### src/rtl/dbt_pkg.sv
package dbt_pkg;

    // ==========================================================
    // Register map (byte addresses)
    // ==========================================================
    localparam logic [7:0] DBT_ADDR_CTRL = 8'h00;
    localparam logic [7:0] DBT_ADDR_PRESET = 8'h04;
    localparam logic [7:0] DBT_ADDR_RELOAD0 = 8'h08;
    localparam logic [7:0] DBT_ADDR_RELOAD1 = 8'h0c;
    localparam logic [7:0] DBT_ADDR_CNT0_LO = 8'h10;
    localparam logic [7:0] DBT_ADDR_CNT0_HI = 8'h14;
    localparam logic [7:0] DBT_ADDR_CNT1_LO = 8'h18;
    localparam logic [7:0] DBT_ADDR_CNT1_HI = 8'h1c;
    localparam logic [7:0] DBT_ADDR_IRQ_FLAG = 8'h20;

    // ==========================================================
    // Control register fields
    // ==========================================================
    localparam int DBT_CTRL_RUN0 = 0;
    localparam int DBT_CTRL_RUN1 = 1;
    localparam int DBT_CTRL_EVCOUNT = 2;
    localparam int DBT_CTRL_EDGE_POL = 3;
    localparam int DBT_CTRL_NOISE_FLT = 4;
    localparam int DBT_CTRL_SRC0 = 5;
    localparam int DBT_CTRL_SRC1 = 6;
    localparam int DBT_CTRL_DIV0 = 7;
    localparam int DBT_CTRL_DIV1 = 9;
    localparam int DBT_CTRL_PULSE_OUT_CHANNEL_SELECT = 11;
    localparam int DBT_CTRL_POUT_EN = 12;
    localparam int DBT_CTRL_IRQ_EN0 = 13;
    localparam int DBT_CTRL_IRQ_EN1 = 14;
    localparam int DBT_CTRL_CHAIN = 15;
    localparam logic [15:0] DBT_CTRL_RST = 16'h0000;

    // Prescaler terminal counts for ratios 1, 4, 32, 256
    localparam logic [7:0] DBT_DIV_TC_1 = 8'h00;
    localparam logic [7:0] DBT_DIV_TC_4 = 8'h03;
    localparam logic [7:0] DBT_DIV_TC_32 = 8'h1f;
    localparam logic [7:0] DBT_DIV_TC_256 = 8'hff;

    // Noise rejector accepts on this many reference falling edges
    localparam logic [1:0] DBT_FLT_EDGES = 2'h2;

    // ==========================================================
    // Carriers
    // ==========================================================
    typedef struct packed {
        logic cyc;
        logic stb;
        logic we;
        logic [3:0] sel;
        logic [7:0] adr;
        logic [31:0] dat;
    } dbt_wb_req_t;

    typedef struct packed {
        logic [2:0] low_speed_osc_clock_s;
        logic [2:0] high_speed_osc_clock_s;
        logic [2:0] evt_s;
        logic [2:0] ref_s;
        logic evt_flt;
        logic [1:0] flt_cnt;
        logic [15:0] ctrl;
        logic [1:0][7:0] reload;
        logic [1:0][7:0] count;
        logic [1:0][7:0] presc;
        logic [1:0][3:0] hold_hi;
        logic [1:0] irq_flag;
        logic underflow_pulse_signal;
        logic ser_clk;
        logic pin;
        logic [1:0] irq_out;
        logic ack;
        logic [31:0] rdat;
    } dbt_state_t;

    localparam dbt_state_t DBT_STATE_RST = '{
        low_speed_osc_clock_s: 3'h0, high_speed_osc_clock_s: 3'h0, evt_s: 3'h0, ref_s: 3'h0,
        evt_flt: 1'b0, flt_cnt: 2'h0, ctrl: DBT_CTRL_RST,
        reload: 16'h0000, count: 16'h0000, presc: 16'h0000,
        hold_hi: 8'h00, irq_flag: 2'h0, underflow_pulse_signal: 1'b0, ser_clk: 1'b0,
        pin: 1'b1, irq_out: 2'h0, ack: 1'b0, rdat: 32'h0000_0000
    };

endpackage

### src/rtl/dbt_timer.sv
// Local design decisions: the register offsets and the Wishbone slave port.
`timescale 1ns/1ps

module dbt_timer
    import dbt_pkg::*;
#(
    // Timer count and counter width
    parameter int NUM_TIMERS = 2,
    parameter int COUNT_WIDTH = 8
)
(
    // Clock and reset
    input wire logic I_MCLK,
    input wire logic I_RESETN,
    // Wishbone slave
    input wire logic I_WB_CYC,
    input wire logic I_WB_STB,
    input wire logic I_WB_WE,
    input wire logic [3:0] I_WB_SEL,
    input wire logic [7:0] I_WB_ADR,
    input wire logic [31:0] I_WB_DAT,
    output logic O_WB_ACK,
    output logic [31:0] O_WB_DAT,
    // Asynchronous clock and pin inputs
    input wire logic I_LOW_SPEED_OSC_CLOCK,
    input wire logic I_HIGH_SPEED_OSC_CLOCK,
    input wire logic I_REF_2048HZ,
    input wire logic I_EVENT_INPUT_PIN,
    // Outputs
    output logic O_SHARED_OUTPUT_PIN,
    output logic O_SERIAL_CLOCK,
    output logic O_TIMER0_IRQ,
    output logic O_TIMER1_IRQ
);

    // ==========================================================
    // Helpers
    // ==========================================================
    function automatic logic [7:0] div_tc(input logic [1:0] code);
        logic [7:0] tc;
        tc = DBT_DIV_TC_1;
        case (code)
            2'h1: tc = DBT_DIV_TC_4;
            2'h2: tc = DBT_DIV_TC_32;
            2'h3: tc = DBT_DIV_TC_256;
            default: tc = DBT_DIV_TC_1;
        endcase
        return tc;
    endfunction

    function automatic logic rise(input logic [2:0] s);
        return s[1] & ~s[2];
    endfunction

    // Write on byte lane 0 to one 8-bit register
    function automatic logic lane0_wr(input logic w,
        input dbt_wb_req_t r,
        input logic [7:0] a);
        return w & r.sel[0] & (r.adr == a);
    endfunction

    dbt_wb_req_t wb;
    dbt_state_t st_reg;
    dbt_state_t st_next;

    assign wb = '{cyc: I_WB_CYC, stb: I_WB_STB, we: I_WB_WE, sel: I_WB_SEL,
                  adr: I_WB_ADR, dat: I_WB_DAT};

    // ==========================================================
    // Elaboration checks
    // ==========================================================
    // The state struct and register map hold exactly two 8-bit timers
    if (NUM_TIMERS != 2)
    begin : g_chk_timers
        $error("dbt_timer supports exactly two timers");
    end

    if (COUNT_WIDTH != 8)
    begin : g_chk_width
        $error("dbt_timer supports only 8-bit counters");
    end

    if (DBT_FLT_EDGES == 2'h0)
    begin : g_chk_filter
        $error("noise rejector needs at least one reference edge");
    end

    if (DBT_CTRL_CHAIN > 15)
    begin : g_chk_ctrl
        $error("control fields must fit the 16-bit control register");
    end

    if (DBT_CTRL_DIV0 + 2 > DBT_CTRL_DIV1 || DBT_CTRL_DIV1 + 2 > DBT_CTRL_PULSE_OUT_CHANNEL_SELECT)
    begin : g_chk_div
        $error("divider fields overlap their neighbours");
    end

    // ==========================================================
    // Next state
    // ==========================================================
    always_comb
    begin
        logic access;
        logic wr;
        logic rd;
        logic [1:0] run;
        logic [1:0] src;
        logic [1:0][1:0] dcode;
        logic [1:0] src_edge;
        logic [1:0] tick;
        logic [1:0] uflow;
        logic [1:0] preset;
        logic evt_edge;
        logic flt_level;
        logic sel_uflow;
        logic [31:0] rd_data;
        access = 1'b0;
        wr = 1'b0;
        rd = 1'b0;
        run = 2'h0;
        src = 2'h0;
        dcode = 4'h0;
        src_edge = 2'h0;
        tick = 2'h0;
        uflow = 2'h0;
        preset = 2'h0;
        evt_edge = 1'b0;
        flt_level = 1'b0;
        sel_uflow = 1'b0;
        rd_data = 32'h0000_0000;
        st_next = st_reg;

        // Inputs from other domains: first flop feeds only the second
        st_next.low_speed_osc_clock_s = {st_reg.low_speed_osc_clock_s[1:0], I_LOW_SPEED_OSC_CLOCK};
        st_next.high_speed_osc_clock_s = {st_reg.high_speed_osc_clock_s[1:0], I_HIGH_SPEED_OSC_CLOCK};
        st_next.evt_s = {st_reg.evt_s[1:0], I_EVENT_INPUT_PIN};
        st_next.ref_s = {st_reg.ref_s[1:0], I_REF_2048HZ};

        access = wb.cyc & wb.stb & ~st_reg.ack;
        wr = access & wb.we;
        rd = access & ~wb.we;

        run[0] = st_reg.ctrl[DBT_CTRL_RUN0];
        run[1] = st_reg.ctrl[DBT_CTRL_RUN1];
        src[0] = st_reg.ctrl[DBT_CTRL_SRC0];
        src[1] = st_reg.ctrl[DBT_CTRL_SRC1];
        dcode[0] = st_reg.ctrl[DBT_CTRL_DIV0 +: 2];
        dcode[1] = st_reg.ctrl[DBT_CTRL_DIV1 +: 2];

        // Noise rejector: a change is taken at the second reference fall
        // A change that reverts before then is dropped and its count restarts
        if (!st_reg.ctrl[DBT_CTRL_NOISE_FLT])
        begin
            flt_level = st_reg.evt_s[1];
            st_next.flt_cnt = 2'h0;
        end
        else if (st_reg.evt_s[1] == st_reg.evt_flt)
        begin
            flt_level = st_reg.evt_flt;
            st_next.flt_cnt = 2'h0;
        end
        else if (st_reg.ref_s[2] & ~st_reg.ref_s[1])
        begin
            if (st_reg.flt_cnt == DBT_FLT_EDGES - 2'h1)
            begin
                flt_level = st_reg.evt_s[1];
                st_next.flt_cnt = 2'h0;
            end
            else
            begin
                flt_level = st_reg.evt_flt;
                st_next.flt_cnt = st_reg.flt_cnt + 2'h1;
            end
        end
        else
        begin
            flt_level = st_reg.evt_flt;
        end
        st_next.evt_flt = flt_level;
        evt_edge = st_reg.ctrl[DBT_CTRL_EDGE_POL] ? (flt_level & ~st_reg.evt_flt)
                                                  : (~flt_level & st_reg.evt_flt);

        // Prescalers and counters
        // A stopped prescaler keeps its phase, so a restart resumes mid-divide
        for (int t = 0; t < NUM_TIMERS; t++)
        begin
            src_edge[t] = src[t] ? rise(st_reg.high_speed_osc_clock_s) : rise(st_reg.low_speed_osc_clock_s);
            if (run[t] && src_edge[t])
            begin
                if (st_reg.presc[t] >= div_tc(dcode[t]))
                begin
                    st_next.presc[t] = 8'h00;
                    tick[t] = 1'b1;
                end
                else
                begin
                    st_next.presc[t] = st_reg.presc[t] + 8'h01;
                end
            end
        end
        // Timer 0 in event mode ignores its prescaler; timer 1 has no such mode
        if (st_reg.ctrl[DBT_CTRL_EVCOUNT])
        begin
            tick[0] = run[0] & evt_edge;
        end
        // Timer 1 keeps the prescaler tick alone

        if (lane0_wr(wr, wb, DBT_ADDR_PRESET))
        begin
            preset = wb.dat[1:0];
        end

        // Preset wins over a same-cycle tick; that tick is dropped
        for (int t = 0; t < NUM_TIMERS; t++)
        begin
            if (preset[t])
            begin
                st_next.count[t] = st_reg.reload[t];
            end
            else if (tick[t])
            begin
                if (st_reg.count[t] == 8'h00)
                begin
                    st_next.count[t] = st_reg.reload[t];
                    uflow[t] = 1'b1;
                end
                else
                begin
                    st_next.count[t] = st_reg.count[t] - 8'h01;
                end
            end
        end

        // Pulse and serial clock flip-flops
        sel_uflow = st_reg.ctrl[DBT_CTRL_PULSE_OUT_CHANNEL_SELECT] ? uflow[1] : uflow[0];
        st_next.underflow_pulse_signal = st_reg.underflow_pulse_signal ^ sel_uflow;
        st_next.ser_clk = st_reg.ser_clk ^ uflow[1];

        // ======================================================
        // Register writes
        // ======================================================
        if (wr)
        begin
            if (wb.adr == DBT_ADDR_CTRL)
            begin
                if (wb.sel[0])
                begin
                    st_next.ctrl[7:0] = wb.dat[7:0];
                end
                if (wb.sel[1])
                begin
                    st_next.ctrl[15:8] = wb.dat[15:8];
                end
            end
            else if (lane0_wr(wr, wb, DBT_ADDR_RELOAD0))
            begin
                st_next.reload[0] = wb.dat[7:0];
            end
            else if (lane0_wr(wr, wb, DBT_ADDR_RELOAD1))
            begin
                st_next.reload[1] = wb.dat[7:0];
            end
        end

        // Flags: write 1 clears, a same-cycle underflow wins
        st_next.irq_flag = st_reg.irq_flag;
        if (lane0_wr(wr, wb, DBT_ADDR_IRQ_FLAG))
        begin
            st_next.irq_flag = st_reg.irq_flag & ~wb.dat[1:0];
        end
        st_next.irq_flag = st_next.irq_flag | uflow;
        st_next.irq_out[0] = st_next.irq_flag[0] & st_next.ctrl[DBT_CTRL_IRQ_EN0];
        st_next.irq_out[1] = st_next.irq_flag[1] & st_next.ctrl[DBT_CTRL_IRQ_EN1];

        // Ungated mux: toggling the enable mid-period gives a short pulse
        st_next.pin = st_next.ctrl[DBT_CTRL_POUT_EN] ? st_next.underflow_pulse_signal : 1'b1;

        // ======================================================
        // Register reads
        // ======================================================
        // Read data stands only with ack, so an idle bus always reads zero
        if (wb.adr == DBT_ADDR_CTRL)
        begin
            rd_data = {16'h0000, st_reg.ctrl};
        end
        else if (wb.adr == DBT_ADDR_RELOAD0)
        begin
            rd_data = {24'h000000, st_reg.reload[0]};
        end
        else if (wb.adr == DBT_ADDR_RELOAD1)
        begin
            rd_data = {24'h000000, st_reg.reload[1]};
        end
        else if (wb.adr == DBT_ADDR_CNT0_LO)
        begin
            rd_data = {28'h0000000, st_reg.count[0][3:0]};
        end
        else if (wb.adr == DBT_ADDR_CNT0_HI)
        begin
            rd_data = {28'h0000000, st_reg.hold_hi[0]};
        end
        else if (wb.adr == DBT_ADDR_CNT1_LO)
        begin
            rd_data = {28'h0000000, st_reg.count[1][3:0]};
        end
        else if (wb.adr == DBT_ADDR_CNT1_HI)
        begin
            rd_data = {28'h0000000, st_reg.hold_hi[1]};
        end
        else if (wb.adr == DBT_ADDR_IRQ_FLAG)
        begin
            rd_data = {30'h00000000, st_reg.irq_flag};
        end
        else
        begin
            rd_data = 32'h0000_0000;
        end

        // Low read freezes the high nibble so a borrow cannot tear the pair
        if (rd && wb.adr == DBT_ADDR_CNT0_LO)
        begin
            st_next.hold_hi[0] = st_reg.count[0][7:4];
        end
        if (rd && wb.adr == DBT_ADDR_CNT1_LO)
        begin
            st_next.hold_hi[1] = st_reg.count[1][7:4];
        end

        st_next.ack = access;
        st_next.rdat = rd ? rd_data : 32'h0000_0000;

        if (!I_RESETN)
        begin
            st_next = DBT_STATE_RST;
        end
    end

    always_ff @(posedge I_MCLK)
    begin
        st_reg <= st_next;
    end

    // ==========================================================
    // Outputs
    // ==========================================================
    assign O_WB_ACK = st_reg.ack;
    assign O_WB_DAT = st_reg.rdat;
    assign O_SHARED_OUTPUT_PIN = st_reg.pin;
    assign O_SERIAL_CLOCK = st_reg.ser_clk;
    assign O_TIMER0_IRQ = st_reg.irq_out[0];
    assign O_TIMER1_IRQ = st_reg.irq_out[1];

endmodule

### config.mk
export PLATFORM = sky130hd
export DESIGN_NAME = dbt_timer
export DESIGN_NICKNAME = d
export VERILOG_FILES = /design/src/rtl/dbt_pkg.sv /design/src/rtl/dbt_timer.sv
export SDC_FILE = /design/constraint.sdc
export NUM_CORES = 1
export LEC_CHECK = 0
export ABC_CLOCK_PERIOD_IN_PS = 4500
export BUFFER_PORTS_ARGS = -buffer_cell sky130_fd_sc_hd__buf_2
export CAP_MARGIN = 20
export CORE_UTILIZATION = 31
export DETAILED_ROUTE_END_ITERATION = 10
export SLEW_MARGIN = 20
export SYNTH_ARGS = -nofsm -noshare
export SYNTH_HDL_FRONTEND = slang
export SYNTH_SLANG_ARGS = --single-unit
### constraint.sdc
create_clock -name I_MCLK -period 4.5 [get_ports I_MCLK]
set_clock_uncertainty 0.15 [all_clocks]
set_input_delay 0.9 -clock I_MCLK [delete_from_list [all_inputs] [get_ports I_MCLK]]
set_output_delay 0.9 -clock I_MCLK [all_outputs]
set_load 0.01 [all_outputs]
==> impl_summary.log <==
INFO  metric async_reset_ff_frac = 0
INFO  metric globalRouteOverflowTotal = 0
INFO  metric seqCellArea = 0.00220 mm²
INFO  metric crit-reg2reg-launch = st_reg[103]$_SDFFE_PN0P_
INFO  metric cts_tree = done
INFO  metric core_area = 0.0174 mm²
INFO  metric grt_pass1_vias = 4,098
INFO  metric grt_setup_unrepaired = no
INFO  metric cts_root_buffer = clkbuf_16
INFO  metric cts_setup_buffers = 0
INFO  metric hold_path_startpoint = st_reg[115]$_SDFF_PN0_
INFO  metric synth-seq-cells = 110
INFO  metric relSlewSlack = 0.399
INFO  metric die_height = 135 µm
INFO  metric worstSetupStartpointType = input pin
INFO  metric dr.pass1.iters = 5
INFO  metric grt_pass1_wl = 21.9 mm
INFO  metric vdd.ir_drop.worst = 0.000192 V
INFO  metric dieArea = 0.0183 mm²
INFO  metric layout_min_cycle_time = 3.15 ns
INFO  metric synth_ff_type = dfxtp_1
INFO  metric most_used_cells_in_the_layout_excluding_fill_and_tap_cells = 110 x dfxtp_1, 88 x nor2_1, 55 x buf_2
INFO  metric top_level_ports = 90
INFO  metric placedCellCount = 872
INFO  metric die_width = 135 µm
INFO  metric fraction_of_final_layout_cells_sized_beyond_drive_strength_1 = 0.139
INFO  metric setup_viol_count_final = 0
INFO  metric timing_max_transition_violations_final = 0
INFO  metric num-nets-final = 733
INFO  metric max-clock-path-buffers = 2
INFO  metric cts_hold_repair.buffers = 0
INFO  metric antenna_found_initial = 0
INFO  metric timing.critical_path.to_type = register
INFO  metric dpl.hpwl = 9.91 mm
INFO  metric rrSetupSlack = 1.56 ns
INFO  metric worst_r2r_endpoint = st_reg[37]$_SDFF_PN0_
INFO  metric route.antenna.remaining_nets = 0
INFO  metric layout_commonest_cell = dfxtp_1
INFO  metric postRouteWirelength = 13.6 mm
INFO  metric ys_types = 61
INFO  metric r2r_cells = 8
INFO  metric worstPathArrival = 3.28 ns
INFO  metric largest_register_ff_count = 89
INFO  metric timing.hold.worst_path_depth = 1
INFO  metric layout.core_utilization = 0.351
INFO  metric synthesis.yosys.warnings = 0
INFO  metric avgRoutedWirePerCell = 15.3 µm
INFO  metric setup_total_negative_slack = 0 ns
INFO  metric clkTransAtPathRegs = 0.07 ns
INFO  metric grt_use_total = 0.156
INFO  metric outcome = complete, no violations
INFO  metric routed_via_density = 5.01
INFO  metric powerDensity = 305 mW/mm²
INFO  metric clock_sink_count = 110
INFO  metric min_to = st_reg[116]$_SDFF_PN0_
INFO  metric cp.required = 4.63 ns
INFO  metric ys_seq_area_frac = 0.399
INFO  metric rows = 48
INFO  metric n_antenna_cell = 0
INFO  metric syn_inst = 633
INFO  metric finalWeightedCongestion = 0.938
INFO  metric final_std_cells_w_o_fill = 888
INFO  metric total_power = 1.86 mW
INFO  metric p_leak = 2.40 nW
INFO  metric synthesis.area = 0.00552 mm²
INFO  metric cts-buffers-inserted = 9
INFO  metric max_freq = 318 MHz
INFO  metric fin_hold_ws = 0.283 ns
INFO  metric vias = 4,450
INFO  metric areaGrowthSynthToFinish = 10.5%
INFO  metric drt_first_iter_violations = 365
INFO  metric post-route-drc-count = 0
INFO  metric initial_core_util = 0.318
INFO  metric setup.worst_path.class = in2reg
INFO  metric port_buffers = 55
INFO  metric number_of_flops_mapped_to_enable_cells_by_yosys = 0
INFO  metric min-delay-path-class = reg2reg
INFO  metric clock_tree.htree_level_count = 3
INFO  metric insertion_delay = 0.36 ns
INFO  metric worstPathMaxFanout = 10
INFO  metric max_slew.worst_pin.slew = 0.879 ns
INFO  metric multiInputGateArea = 0.00295 mm²
INFO  metric drv.max_cap_violation_count = 0
INFO  metric timing_hold_violations_final = 0
INFO  metric filler_cell_count = 1,840
INFO  metric grt_start_max_net_pins = 54
INFO  metric cts_repair_resize_count = 0
INFO  metric fin_crit_sh = 0.699
INFO  metric synth_area_per_cell = 8.72 µm²
## critical path, cell delays in order
cell and delay [ns]:
buf_2 0.12, nor4_1 0.63, and3_1 0.36, nand3_1 0.33, nor4b_1 0.34, a32oi_1 0.36, mux2i_1 0.24
## synth_stat cells (all sizes together) (7+ instances only)
master,count,share of area
dfxtp,110,0.40
xnor2,9,0.014
xor2,7,0.011
nand2,44,0.030
buf,37,0.049
nor2,88,0.060
clkbuf,22,0.015
nand4,10,0.011
inv,21,0.014
ha,22,0.050
o21ai,16,0.015
o22ai,7,0.0079
and3,10,0.011
nor3,18,0.016
and2,24,0.027
mux2i,46,0.083
nand3,17,0.016
a21oi,29,0.026
## through the flow
step	setup slack, ns	cell area (µm²)
3_3_place_gp	1.05	5810
6_report	1.35	6100
2_1_floorplan	1.69	5580
4_1_cts	1.35	6100
5_1_grt	1.10	6100
3_5_place_dp	1.01	5810
## kinds of logic (layout without fill, tap and decap cells)
kind of cell | after synthesis | in the layout | share of synthesized area
xor+xnor | 16 | 16 | 0.0254
other cells | 1 | 16 | 0.000679
compound gates | 102 | 102 | 0.125
simple gates | 252 | 252 | 0.230
flops | 110 | 110 | 0.399
fa+ha+maj | 22 | 22 | 0.0499
mux | 50 | 50 | 0.0922
buf+inv | 80 | 95 | 0.0777
## layout make-up
type	instances	area share
repair buffers	58	0.0488
inverters	21	0.0129
clock buffers	9	0.0369
well taps	225	0.0461
multi-input cells	458	0.483
flip-flops and latches	110	0.361
clock inverters	7	0.0115
## metal layers
layer,wire [µm],vias to the layer above,GRT usage,part of all wire
li1,-,2223,-,-
met1,6490,2055,0.211,0.48
met2,5710,144,0.229,0.42
met3,900,28,0.0374,0.066
met4,488,0,0.0793,0.036
met5,0,-,0,0
## where the power goes
part | internal, mW | switching [mW] | total (mW) | leakage (nW)
registers | 0.977 | 0.00170 | 0.979 | 0.888
logic | 0.0217 | 0.0490 | 0.0707 | 1.37
clock network | 0.433 | 0.377 | 0.810 | 0.146
total | 1.43 | 0.428 | 1.86 | 2.40
## how the worst max path moves through the flow
stage                     cells after the start         from                        endpoint
after global placement                        7  I_WB_ADR[7]  O_SHARED_OUTPUT_PIN$_SDFF_PN1_
after floorplan                               6  I_WB_ADR[7]  O_SHARED_OUTPUT_PIN$_SDFF_PN1_
after global routing                          7  I_WB_ADR[7]           st_reg[37]$_SDFF_PN0_
after CTS                                     7  I_WB_ADR[7]           st_reg[37]$_SDFF_PN0_
after detailed placement                      7  I_WB_ADR[7]           st_reg[37]$_SDFF_PN0_
final                                         7  I_WB_ADR[7]           st_reg[37]$_SDFF_PN0_
Note: power is estimated with default switching activity, not from simulation.
